**src/gbi_pkg.sv**
```systemverilog
// Notes on behaviour
// - Mode select low picks register mode: target address, register address, data.
// - Burst write stores first byte at given address, then advances by one.
// - Bytes past level entry fourteen are dropped; the bus transfer still completes.
// - Burst from entry thirteen with more than two bytes updates only 13, 14.
// - Register-mode burst read returns entries up to fourteen, then 0xFF each.
// - Short burst read gives consecutive entries until the controller stops taking.
// - Standard-mode read returns entries one to fourteen, then 0xFF.
// - Acknowledge pulls data low during the ninth clock; read data bits of zero also pull it low; lines otherwise inputs.
// - General call address ignored; no CBUS formats.
// - Only seven-bit target addresses recognised; ten-bit formats are not.
// - Repeated START accepted, direction changes, register pointer kept.
// - Control bit one picks write bank, bit two read bank; reset clears both.
// - Outputs stay off until both banks received at least two data bytes.
package gbi_pkg;
    localparam logic [7:0] CTRL_ADDR        = 8'h00;
    localparam logic [7:0] LEVEL_FIRST_ADDR = 8'h01;
    localparam logic [7:0] LEVEL_LAST_ADDR  = 8'h0E;
    localparam logic [3:0] PTR_PAST_LAST    = 4'hF;
    localparam logic [7:0] CTRL_RESET       = 8'h00;
    localparam logic [7:0] LEVEL_RESET      = 8'h00;
    localparam logic [7:0] INVALID_BYTE     = 8'hFF;
    localparam int         WRITE_BANK_BIT   = 1;
    localparam int         READ_BANK_BIT    = 2;
    localparam logic       MODE_REGISTER    = 1'b0;
    localparam logic [1:0] MIN_BANK_WRITES  = 2'h2;
    localparam logic [6:0] GENERAL_CALL     = 7'h00;
    localparam logic [4:0] TEN_BIT_PREFIX   = 5'h1E;

    typedef enum logic [3:0] {
        ST_IDLE, ST_SKIP, ST_ADDR, ST_ADDR_ACK, ST_REG, ST_REG_ACK,
        ST_WDATA, ST_WDATA_ACK, ST_RDATA, ST_RACK
    } gbi_state_e;
endpackage : gbi_pkg

```
**src/gbi_target.sv**
```systemverilog
`timescale 1ns/100ps
module gbi_target
    import gbi_pkg::*;
#(
    parameter int         NUM_LEVELS  = 14,
    parameter logic [6:0] TARGET_ADDR = 7'h2A  // Arbitrary default
) (
    input  wire logic                      mclk,
    input  wire logic                      reset,
    input  wire logic                      clkEn,
    input  wire logic                      sclIn,
    input  wire logic                      sdaIn,
    output wire logic                      sdaOut,
    output wire logic                      sdaOe,
    input  wire logic                      interfaceModeSelect,
    output wire logic                      gammaOutputsEnable,
    output wire logic [7:0]                bankSelectControl,
    output wire logic [NUM_LEVELS*8-1:0]   levelBankA,
    output wire logic [NUM_LEVELS*8-1:0]   levelBankB
);
    generate
        if (NUM_LEVELS < 1 || NUM_LEVELS > 14) begin : g_bad_levels
            $error("NUM_LEVELS must be 1 to 14");
        end
        if (TARGET_ADDR == GENERAL_CALL || TARGET_ADDR[6:2] == TEN_BIT_PREFIX) begin : g_bad_addr
            $error("TARGET_ADDR is reserved");
        end
    endgenerate

    typedef struct packed {
        logic [2:0]                            sclS;
        logic [2:0]                            sdaS;
        logic [2:0]                            modeS;
        logic                                  sclF;
        logic                                  sdaF;
        logic                                  modeF;
        gbi_state_e                            st;
        logic [3:0]                            bitCnt;
        logic [7:0]                            shift;
        logic                                  rw;
        logic                                  nack;
        logic [3:0]                            ptr;
        logic [7:0]                            ctrl;
        logic [1:0][NUM_LEVELS-1:0][7:0]       lvl;
        logic [1:0][1:0]                       wrCnt;
        logic                                  outEn;
        logic                                  sdaOe;
    } gbi_regs_s;

    gbi_regs_s q;
    gbi_regs_s n;
    logic      sclNew;
    logic      sdaNew;
    logic      sclRise;
    logic      sclFall;
    logic      startEv;
    logic      stopEv;
    logic      loadEv;
    logic [3:0] rdPtr;

    // Value presented for a pointer; beyond the last entry reads invalid
    function automatic logic [7:0] byteAt(input gbi_regs_s s, input logic [3:0] p);
        logic [3:0] idx;
        idx = p - 4'h1;
        if (p == CTRL_ADDR[3:0])
            byteAt = s.ctrl;
        else if (p <= 4'(NUM_LEVELS))
            byteAt = s.lvl[s.ctrl[READ_BANK_BIT]][idx];
        else
            byteAt = INVALID_BYTE;
    endfunction : byteAt

    // Saturates one past the last entry so long bursts never wrap
    function automatic logic [3:0] nextPtr(input logic [3:0] p);
        nextPtr = (p >= 4'(NUM_LEVELS)) ? PTR_PAST_LAST : p + 4'h1;
    endfunction : nextPtr

    always_comb begin
        n       = q;
        loadEv  = 1'b0;
        rdPtr   = q.ptr;
        n.sclS  = {q.sclS[1:0], sclIn};
        n.sdaS  = {q.sdaS[1:0], sdaIn};
        n.modeS = {q.modeS[1:0], interfaceModeSelect};
        // A change counts only once the second and third stages agree
        sclNew  = (q.sclS[1] == q.sclS[2]) ? q.sclS[2] : q.sclF;
        sdaNew  = (q.sdaS[1] == q.sdaS[2]) ? q.sdaS[2] : q.sdaF;
        if (q.modeS[1] == q.modeS[2]) begin
            n.modeF = q.modeS[2];
        end
        n.sclF  = sclNew;
        n.sdaF  = sdaNew;
        sclRise = sclNew & ~q.sclF;
        sclFall = ~sclNew & q.sclF;
        startEv = q.sclF & sclNew & q.sdaF & ~sdaNew;
        stopEv  = q.sclF & sclNew & ~q.sdaF & sdaNew;
        if (startEv) begin
            n.st     = ST_ADDR;
            n.bitCnt = 4'h0;
            n.sdaOe  = 1'b0;
        end else if (stopEv) begin
            n.st    = ST_IDLE;
            n.sdaOe = 1'b0;
        end else begin
            unique case (q.st)
                ST_IDLE, ST_SKIP: begin
                    n.sdaOe = 1'b0;
                end
                ST_ADDR, ST_REG, ST_WDATA: begin
                    if (sclRise) begin
                        n.shift  = {q.shift[6:0], sdaNew};
                        n.bitCnt = q.bitCnt + 4'h1;
                    end else if (sclFall && q.bitCnt == 4'h8) begin
                        n.bitCnt = 4'h0;
                        n.sdaOe  = 1'b1;
                        if (q.st == ST_ADDR) begin
                            if (q.shift[7:1] == TARGET_ADDR) begin
                                n.rw = q.shift[0];
                                n.st = ST_ADDR_ACK;
                            end else begin
                                n.sdaOe = 1'b0;
                                n.st    = ST_SKIP;
                            end
                        end else if (q.st == ST_REG) begin
                            n.ptr = (q.shift > 8'(NUM_LEVELS)) ? PTR_PAST_LAST : q.shift[3:0];
                            n.st  = ST_REG_ACK;
                        end else begin
                            n.st  = ST_WDATA_ACK;
                            n.ptr = nextPtr(q.ptr);
                            if (q.ptr == CTRL_ADDR[3:0]) begin
                                n.ctrl = q.shift;
                            end else if (q.ptr <= 4'(NUM_LEVELS)) begin
                                n.lvl[q.ctrl[WRITE_BANK_BIT]][q.ptr - 4'h1] = q.shift;
                                if (q.wrCnt[q.ctrl[WRITE_BANK_BIT]] != MIN_BANK_WRITES) begin
                                    n.wrCnt[q.ctrl[WRITE_BANK_BIT]] =
                                        q.wrCnt[q.ctrl[WRITE_BANK_BIT]] + 2'h1;
                                end
                            end
                        end
                    end
                end
                ST_ADDR_ACK, ST_REG_ACK, ST_WDATA_ACK: begin
                    if (sclFall) begin
                        n.sdaOe = 1'b0;
                        if (q.st != ST_ADDR_ACK) begin
                            n.st = ST_WDATA;
                        end else if (!q.rw) begin
                            // register mode takes an address byte first
                            if (q.modeF == MODE_REGISTER) begin
                                n.st = ST_REG;
                            end else begin
                                n.ptr = CTRL_ADDR[3:0];
                                n.st  = ST_WDATA;
                            end
                        end else begin
                            // standard read starts at first entry
                            rdPtr  = (q.modeF == MODE_REGISTER) ? q.ptr : LEVEL_FIRST_ADDR[3:0];
                            loadEv = 1'b1;
                        end
                    end
                end
                ST_RDATA: begin
                    if (sclFall) begin
                        n.bitCnt = q.bitCnt + 4'h1;
                        if (q.bitCnt == 4'h7) begin
                            n.sdaOe = 1'b0;
                            n.st    = ST_RACK;
                        end else begin
                            n.shift = {q.shift[6:0], 1'b0};
                            n.sdaOe = ~q.shift[6];
                        end
                    end
                end
                ST_RACK: begin
                    if (sclRise) begin
                        n.nack = sdaNew;
                    end else if (sclFall) begin
                        if (q.nack) begin
                            n.st = ST_SKIP;
                        end else begin
                            loadEv = 1'b1;
                        end
                    end
                end
            endcase
        end
        // sequential read, invalid past the last entry
        if (loadEv) begin
            n.shift  = byteAt(q, rdPtr);
            n.ptr    = nextPtr(rdPtr);
            n.sdaOe  = ~n.shift[7];
            n.bitCnt = 4'h0;
            n.st     = ST_RDATA;
        end
        n.outEn = q.outEn | (q.wrCnt[0] == MIN_BANK_WRITES && q.wrCnt[1] == MIN_BANK_WRITES);
        if (!clkEn) begin
            n = q;
        end
    end

    always_ff @(posedge mclk) begin
        if (reset) begin
            q       <= '0;
            q.sclS  <= 3'h7;
            q.sdaS  <= 3'h7;
            q.sclF  <= 1'b1;
            q.sdaF  <= 1'b1;
            q.st    <= ST_IDLE;
            q.ctrl  <= CTRL_RESET;
            q.lvl   <= {(2*NUM_LEVELS){LEVEL_RESET}};
        end else begin
            q <= n;
        end
    end

    // Open drain: only ever pulls low
    assign sdaOut             = 1'b0;
    assign sdaOe              = q.sdaOe;
    assign gammaOutputsEnable = q.outEn;
    assign bankSelectControl  = q.ctrl;
    assign levelBankA         = q.lvl[0];
    assign levelBankB         = q.lvl[1];
endmodule : gbi_target
```
**config.mk**
```make
export PLATFORM = sky130hd
export DESIGN_NAME = gbi_target
export DESIGN_NICKNAME = d
export VERILOG_FILES = /design/src/gbi_pkg.sv /design/src/gbi_target.sv
export SDC_FILE = /design/constraint.sdc
export NUM_CORES = 1
export LEC_CHECK = 0
export BUFFER_PORTS_ARGS = -buffer_cell sky130_fd_sc_hd__buf_2
export CAP_MARGIN = 20
export CORE_MARGIN = 2
export CORE_UTILIZATION = 40
export CTS_BUF_LIST = sky130_fd_sc_hd__clkbuf_4 sky130_fd_sc_hd__clkbuf_8
export CTS_CLUSTER_SIZE = 40
export DETAILED_ROUTE_END_ITERATION = 16
export GPL_TIMING_DRIVEN = 1
export PLACE_DENSITY_LB_ADDON = 0.15
export SLEW_MARGIN = 15
export SYNTH_ARGS = -nofsm -noshare
export SYNTH_HDL_FRONTEND = slang
export SYNTH_SLANG_ARGS = --single-unit
```
**constraint.sdc**
```tcl
create_clock -name mclk -period 5 [get_ports mclk]
set_input_delay 0.75 -clock mclk [delete_from_list [all_inputs] [get_ports mclk]]
set_output_delay 0.75 -clock mclk [all_outputs]
set_load 0.01 [all_outputs]
```
* After elaboration in Yosys (flattened, before gate mapping)
Cells that the tools add are included.
** Storage, ports and cells
- Register bits :: 272
- Input bits :: 6
- Output and inout port bits :: 235
- Word-level logic and storage cells :: 247
** Operators by class
- Muxes and demuxes :: 96
- Equal/unequal tests :: 43
- Reduce and logical (&&, ||, !) cells :: 26
- Bitwise gates (word level) :: 20
- Order comparisons :: 11
- $add $sub $neg :: 6
** Operators by type and width (count)
- 240-bit two-way mux :: 3
- 236-bit two-way mux :: 2
- 228-bit two-way mux :: 2
- 112-bit two-way mux :: 3
- 254-bit two-way mux :: 1
- 250-bit two-way mux :: 1
- 224-bit bitwise mux :: 1
- 112-bit demux with 1-bit select :: 1
- 4-bit two-way mux :: 28
- 8-bit two-way mux :: 10
- 5-bit inequality test (second input constant) :: 9
- 11-bit AND reduction :: 3
- 8-bit binary-select mux with 4-bit select :: 1
- 8-bit demux with 4-bit select :: 1
- 16-bit two-way mux :: 2
- 3-bit inequality test (second input constant) :: 10
- 1-bit two-way mux :: 27
- 12-bit case mux with 2 select lines :: 1
- 4-bit by 3-bit equality test with 1-bit output (second input constant) :: 5
- 4-bit case mux with 4 select lines :: 1
- 7-bit nonzero test :: 2
- 4-bit by 1-bit adder with 4-bit output (second input constant) :: 3
- 4-bit equality test (second input constant) :: 3
- 4-bit logical NOT :: 3
- other kinds (41) :: 79

* Depth between registers and ports, before layout
Gate-level depths: netlist (run 1).
- Word-level depth :: 18
- Depth in mapped cells :: 16
- Mapped depth without buffers :: 12

* Worst setup path before layout (run 1)
Ideal clock, no wire load.
- Path kind :: flip-flop to flip-flop
- Start point :: reg q[262] (netlist name)
- End point :: reg q[244] (netlist name)
- Library setup time :: 0.086 ns
- Buffers on the path :: 7
- Required time :: 4.914 ns
- Slack :: 1.466 ns
- Cell stages (with the launch flop) :: 16
- Arrival :: 3.448 ns
- Period minus slack after synthesis :: 3.534 ns
- Path through :: dfxtp_1 or3b_1 buf_2 o31ai_4 buf_6 buf_6 buf_4 ha_1 clkbuf_1 and2_1 clkbuf_1 clkbuf_1 nand2_1 o22ai_1 nor4_1 a211oi_1
** On the way
- Word-level cells in the longest chain between the ends :: 14
- Elaborated cells on any way between the ends :: 36
- Classes of those cells :: add/sub: 1; order compare: 1; eq/ne: 5; mux: 17; bitwise: 9; reduce/logical: 3
** RTL lines
- from (decl) :: line gbi_target.sv:50 : gbi_regs_s q;
- from (signal assigned) :: line gbi_target.sv:212 : q <= n;
- 1-bit two-way mux :: line gbi_target.sv:86 : sclNew = (q.sclS[1] == q.sclS[2]) ? q.sclS[2] : q.sclF;
- 1-bit NOT :: line gbi_target.sv:94 : sclFall = ~sclNew & q.sclF;
- 1-bit bitwise AND :: line gbi_target.sv:94
- 4-bit two-way mux :: line gbi_target.sv:143 : if (sclFall) begin
- 4-bit two-way mux :: line gbi_target.sv:105 : unique case (q.st)
- 4-bit two-way mux :: line gbi_target.sv:101 : end else if (stopEv) begin
- 4-bit two-way mux :: line gbi_target.sv:97 : if (startEv) begin
- 4-bit by 1-bit subtractor with 4-bit output :: line gbi_target.sv:64 : idx = p - 4'h1;
- 8-bit binary-select mux with 4-bit select :: line gbi_target.sv:68 : byteAt = s.lvl[s.ctrl[READ_BANK_BIT]][idx];
- 8-bit two-way mux (not written as such) :: line gbi_target.sv:68
- 8-bit two-way mux :: line gbi_target.sv:67 : else if (p <= 4'(NUM_LEVELS))
- 8-bit two-way mux :: line gbi_target.sv:65 : if (p == CTRL_ADDR[3:0])
- 8-bit two-way mux :: line gbi_target.sv:188 : if (loadEv) begin
- 16-bit two-way mux :: line gbi_target.sv:188
Several ways; a longest one is shown, not always the timed one. The select of a mux whose other input is x is not followed.
A chain may end at the register's enable or synchronous reset.

* Final worst setup path (run 1)
- Start point :: reg q[257] (netlist name)
- End point :: reg q[246] (netlist name)
** On the way
- Word-level cells in the longest chain between the ends :: 13
- Elaborated cells on any way between the ends :: 40
- Classes of those cells :: add/sub: 1; order compare: 1; eq/ne: 14; mux: 19; reduce/logical: 5
** RTL lines
- 4-bit by 2-bit inequality test with 1-bit output :: line gbi_target.sv:145 : if (q.st != ST_ADDR_ACK) begin
- 4-bit two-way mux :: line gbi_target.sv:145
- 4-bit two-way mux :: line gbi_target.sv:143
- 4-bit two-way mux :: line gbi_target.sv:105
- 4-bit two-way mux :: line gbi_target.sv:101
- 4-bit two-way mux :: line gbi_target.sv:97
- 4-bit by 1-bit subtractor with 4-bit output :: line gbi_target.sv:64
- 8-bit binary-select mux with 4-bit select :: line gbi_target.sv:68
- 8-bit two-way mux (not written as such) :: line gbi_target.sv:68
- 8-bit two-way mux :: line gbi_target.sv:67
- 8-bit two-way mux :: line gbi_target.sv:65
- 8-bit two-way mux :: line gbi_target.sv:188
- 16-bit two-way mux :: line gbi_target.sv:188
Several ways; a longest one is shown, not always the timed one. The select of a mux whose other input is x is not followed.

==> metrics, run 1 <==
Layout area overhead 3.72%; # setup viols final 0; total power roughly 4400 uW; Leak 0.00562 uW; Slowest-stage cell, CP and2_1; initial core utilization between 40% and 50%; worst min-delay path class in -> reg; CP Max Fanout 19; WS Path Type reg -> reg; Fin. Hold Viols 0; fillers slightly below 4000; die height 197 microns; FF+latch count, synth between 200 and 300; Max Clk Rate 0.239 GHz; Clk Latency, worst-skew pair approximately 640 ps; Root Buffer clkbuf_8; max-slew violation count 0; syn_nets just over 2000; DIE AREA approximately 39000 sq um; power per cell area between 200 and 300 nW/um^2; Synth cell types between 70 and 80; I/O Pins around 240; routability cong. slightly below 0.9; CTS resizes 0; Clock transition at path regs around 50 ps; worst endpoint data arrival time approximately 4700 ps; predominant post-synthesis flop cell dfxtp_1; Max Cap Violations 0; DRC errors left 0; Post-synth EDFFs 0; Critical path origin q[257]$_SDFFE_PP0P_; Buffers & Inverters on Critical Path 1; ANT cells 0; clock sinks 272; depth of the CTS H-tree 2; CP max stage delay approximately 640 ps; Final HPWL DP slightly below 40000 microns; port bufs between 200 and 250; Remaining Overflow, GRT 0; setup TNS 0 ps; Yosys top cell area share 36.6%; worst-case clock buffer depth 3; Final #Nets a little under 2000; overall global routing resource usage ~28%; largest net degree at the start of global routing 144; Slew headroom between 30% and 40%; final wirelength 56100 microns; Synth Instances 2000; Pre-antenna DRT Iters 5; TritonCTS clock tree yes; FF-to-FF Start q[257]$_SDFFE_PP0P_; Synth area leaders dfxtp_1 37%, nand2_1 14%, buf_4 12%; Avg Inst Size Synth ~7.4 sq um; vias in the first global route between 10000 and 15000; Yosys top cell by area dfxtp_1; hold_buf cts 0; first-pass GRT wire length around 83000 microns; period utilisation layout a little over four fifths; wire per inst between 20 and 25 microns; Worst Clk Skew 32.6 ps; ANT nets after route 0; number of post-CTS setup repair buffers 0; asr flop ratio synth 0%; Critical Path Start Type flip-flop; crit end category flip-flop; # rows 70; Vias/cell approximately 5.6; Iter 0 DRT Violations 1273; total core area around 37000 sq um; Max VDD drop ~0.16 mV; initial antenna violation count 2; most instantiated library cell after synthesis nand2_1; Cell Area, Synth roughly 15000 sq um; Die Width approximately 200 microns; Vias approximately 14000; Synth top cells by count 568 x nand2_1, 272 x dfxtp_1, 246 x a21oi_1; Ys Warns 0; cts bufs inserted 49; measured slew at the worst slew-check pin 976 ps; Crit path required time 5550 ps; status complete, no violations; cell family with most CP delay simple AND/OR/NAND/NOR gates; HP Start sdaIn; fraction of the yosys area taken by sequential cells between 30% and 40%; post-layout min period ~4200 ps; RSZ-0062 raised after global routing false; layout cell share with drive strength beyond 1 about 20%; worst path cell trace and3b_1, nand3_1, nand2_1, inv_1, ha_1, and2_1, nand4_1, a21oi_1, a2111oi_0, a41oi_1
-- layout by cell type, fill, tap and decap left out, types with 7 or more instances in the layout --
cell type	synthesis	layout
a211o_1	7	7
and4_1	7	7
and3_1	8	8
a41oi_1	9	9
o22ai_1	9	9
o21ai_0	53	53
a21oi_1	246	246
ha_1	12	12
buf_2	16	238
clkbuf_8	0	56
dfxtp_1	272	272
a31oi_1	27	27
clkbuf_4	0	14
mux2i_1	73	73
nand3_1	56	56
nor3_1	8	8
buf_4	240	21
nand2_1	568	568
nor2_1	93	93
or2_2	27	27
nor2_2	13	13
inv_1	11	11
-- cell type report --
type / instances / area [sq um] / share of cell area [%]
multi-input cells: 1344 / 7040 / 45.6
flip-flops and latches: 272 / 5450 / 35.3
repair buffers: 261 / 1380 / 8.96
clock buffers: 69 / 862 / 5.59
well taps: 468 / 586 / 3.79
clock inverters: 6 / 66.3 / 0.430
inverters: 13 / 48.8 / 0.316
-- report_power, final --
part           total (uW)  internal, uW  switching (uW)
Sequential           2200          2180            19.9
Combinational         135          40.1            94.8
Clock                2090          1150             948
Total                4430          3360            1060
-- logic make-up after synthesis --
family          Yosys count  synth area share (%)
compound gates          405                  15.7
xor+xnor                  9                 0.530
fa+ha+maj                12                  1.01
buf+inv                 384                  16.1
flops                   272                  36.6
mux                      80                  5.74
other cells               1                0.0252
simple gates            837                  24.3
-- metrics by stage --
step / hold slack, ps / cell area (sq um) / utilization [%] / setup slack [ps] / instances
global route: 314 / 15400 / 42.2 / 543 / 2433
CTS: 306 / 15400 / 42.2 / 856 / 2433
global placement: 450 / 14500 / 39.6 / 949 / 2358
finish: 334 / 15400 / 42.2 / 820 / 2433
detailed placement: 449 / 14500 / 39.6 / 889 / 2358
floorplan: 427 / 14900 / - / 1470 / 2000
-- per-layer routing --
metal	share of wire [%]	GRT usage (%)	vias up
li1	-	-	6346
met1	44	38.4	6545
met2	45	44.6	594
met3	7.5	5.63	107
met4	3.2	10.4	4
met5	0.046	0	-
-- path summary, 6_finish.rpt --
| kind | to | slack, ps | cells past startpoint |
|---|---|---|---|
| setup / recovery | q[246]$_SDFFE_PP0P_ | 820 | 10 |
| hold / removal | q[266]$_SDFFE_PP1P_ | 330 | 2 |
| setup reg to reg | q[246]$_SDFFE_PP0P_ | 820 | 10 |
| hold reg to reg | q[270]$_SDFFE_PP1P_ | 460 | 1 |
-- worst reg2reg max path: stages (launching register included) --
cell and delay (ps):
dfxtp_1 600, and3b_1 330, nand3_1 300, nand2_1 190, inv_1 80, ha_1 520, and2_1 640, nand4_1 560
a21oi_1 460, a2111oi_0 160, a41oi_1 260
(Power assumes the default switching activity.)
==> run 2, diff against run 1 <==
- ABC_AREA: not set -> 1
- clock period: 5 -> 3.7 ns (I/O delays scaled with it)
==> run 2 against run 1 <==
Critical path depth up 10. Combinational power rose to 9.6 times the previous value. Die area down 1.7%. Via count down 5.7%. Design area down 0.54%. Routed wire length down 12%. Global-route usage down 3.1 points. Sequential power up 41%.
==> metrics, run 2 <==
fillers roughly 3800; hold_buf cts 0; crit end category flip-flop; R2R setup slack roughly 650 ps; Root Buffer clkbuf_8; FF+latch count, synth around 270; setup TNS 0 ps; DIE AREA between 30000 and 40000 sq um; Reg2Reg Depth 20; Routed met1 length roughly 22000 microns; overall global routing resource usage 25.2%; cts bufs inserted 50; status complete, no violations; final std cells w/o fill roughly 2400; number of post-CTS setup repair buffers 0; Synth Area in Adders approximately 1.0%; Fin. Hold Viols 0; HP Start sdaIn; first-pass GRT wire length 74000 microns; max-slew violation count 0; die height 195 microns; # setup viols final 0; Slew headroom about a third; Critical Path Start Type flip-flop; power per cell area a little under 500 nW/um^2; final wirelength 49400 microns; fraction of the yosys area taken by sequential cells a little under two fifths; Final HPWL DP ~34000 microns; Iter 0 DRT Violations between 1000 and 1500; ANT cells 0; TritonCTS clock tree yes; predominant post-synthesis flop cell dfxtp_1; initial antenna violation count 0; Avg Inst Size Synth 7.48 sq um; Crit path required time 4180 ps; Post-Synth XOR/XNOR Area less than 1%; syn_nets ~2000; Vias/cell about 5.3; main combinational cell family by area after synthesis simple AND/OR/NAND/NOR gates; Yosys top cell area share ~37%; # rows 70; RSZ-0062 raised after global routing false; layout cell share with drive strength beyond 1 around a fifth; ANT nets after route 0; Layout area overhead 5.03%; Clk Latency, worst-skew pair approximately 620 ps; Cell Area, Synth approximately 15000 sq um; largest net degree at the start of global routing approximately 170; Ys Warns 0; Yosys top cell by area dfxtp_1; Synth cell types a little over 40; compound-gate portion of the synthesized area about 18%; Max Clk Rate roughly 0.33 GHz; highest metal used met4; Worst Clk Skew about 27 ps; worst reg2reg endpoint q[251]$_SDFFE_PP0P_; port bufs around 240; DRC errors left 0; initial core utilization about two fifths; Util after Layout 42.3%; worst endpoint data arrival time between 3000 and 4000 ps; Clock transition at path regs around 60 ps; Max Cap Violations 0; Synth area leaders dfxtp_1 37%, buf_4 13%, a211oi_1 11%; FF-to-FF Start q[270]$_SDFFE_PP1P_; total core area roughly 36000 sq um; post-layout min period ~3100 ps; Reg area 5450 sq um; routed wl met3 3340 microns; most instantiated library cell after synthesis nand2_1; Synth top cells by count 305 x nand2_1, 274 x nor2_1, 272 x dfxtp_1; worst min-delay path class in -> reg; most common cell after layout, fill and taps aside nand2_1; Final #Nets just under 2000; post-synthesis simple-gate area fraction 24.7%; CP Max Fanout 12; Die Width just under 200 microns; CTS resizes 0; Max VDD drop 0.244 mV; Critical path origin q[270]$_SDFFE_PP1P_; asr flop ratio synth 0%; footprint of the multi-input gates about 6600 sq um; total power roughly 7400 uW; worst-case clock buffer depth 3; Hold Path Cell Cnt 3; vias in the first global route around 12000; period utilisation layout between 80 and 90%; routability cong. approximately 0.91; Post-synth EDFFs 0; I/O Pins ~240; Pre-antenna DRT Iters 5; Synth Instances between 1500 and 2000; measured slew at the worst slew-check pin roughly 990 ps; depth of the CTS H-tree 2; Inst Count DP roughly 2300; Remaining Overflow, GRT 0; Leak 0.00650 uW; highest-count cells in the layout ignoring fill and taps 305 x nand2_1, 274 x nor2_1, 271 x dfxtp_1; Vias 12820; WS Path Type reg -> reg; Hold EP q[266]$_SDFFE_PP1P_; post-synthesis mux area share roughly 1.2%; wire per inst between 20 and 25 microns; clock sinks approximately 270; met2 routed wirelength around 22000 microns
-- run 2: changes by cell type after synthesis, sizes merged, moves of 66 or more --
cell,previous run,this run
nand3,56,184
a211oi,6,219
a21oi,246,74
nor2,108,303
inv,12,78
nand2,568,307
-- run 2: worst max-delay path by stage --
stage | endpoint | slack (ps) | cells after the start
3_3_place_gp | q[251]$_SDFFE_PP0P_ | 720 | 20
3_5_place_dp | q[251]$_SDFFE_PP0P_ | 660 | 20
4_1_cts | q[251]$_SDFFE_PP0P_ | 650 | 20
5_1_grt | q[251]$_SDFFE_PP0P_ | 360 | 20
6_report | q[251]$_SDFFE_PP0P_ | 650 | 20
2_1_floorplan | q[251]$_SDFFE_PP0P_ | 930 | 19
-- run 2: cell type report --
cell class	instances	area share (%)
inverters	80	1.96
clock inverters	4	0.334
well taps	468	3.81
flip-flops and latches	272	35.5
multi-input cells	1240	42.7
clock buffers	79	6.47
repair buffers	262	9.20
-- run 2: through the flow --
stage	hold slack [ps]	worst slack [ps]	cell area (sq um)
finish	173	650	15300
global route	163	360	15300
global placement	443	720	14300
CTS	138	651	15300
floorplan	429	933	14600
detailed placement	450	664	14300
-- run 2: logic make-up (layout without fill, tap and decap cells) --
family | count (synthesis) | in the layout
xor+xnor | 6 | 6
compound gates | 386 | 386
buf+inv | 442 | 425
simple gates | 818 | 818
other cells | 1 | 1
flops | 272 | 272
mux | 17 | 17
fa+ha+maj | 12 | 12
-- run 2: power breakdown --
group / total (uW) / internal [uW] / switching (uW)
clock: 3050 / 1750 / 1290
combinational: 1290 / 264 / 1020
sequential: 3110 / 3010 / 101
total: 7450 / 5030 / 2420
-- run 2: routing by layer --
metal  global-route usage [%]  vias up
li1                         -     6326
met1                     34.6     5928
met2                     39.1      468
met3                     4.73       98
met4                     10.0        0
met5                        0        -
-- run 2: worst max-delay path, cell delays in order (launching register included) --
cell and delay [ps]:
dfxtp_1 330, nor2_2 160, nand3_1 220, inv_1 100
nand2_1 70, inv_1 100, nor2_1 90, ha_1 330
inv_1 330, buf_4 260, nand3_1 100, nand2_1 90
nand3_1 70, nand2_1 90, nand2_1 60, nand3_1 120
nand3_1 110, nand2_1 80, nand2_1 90, nand2_1 60
a21oi_1 50
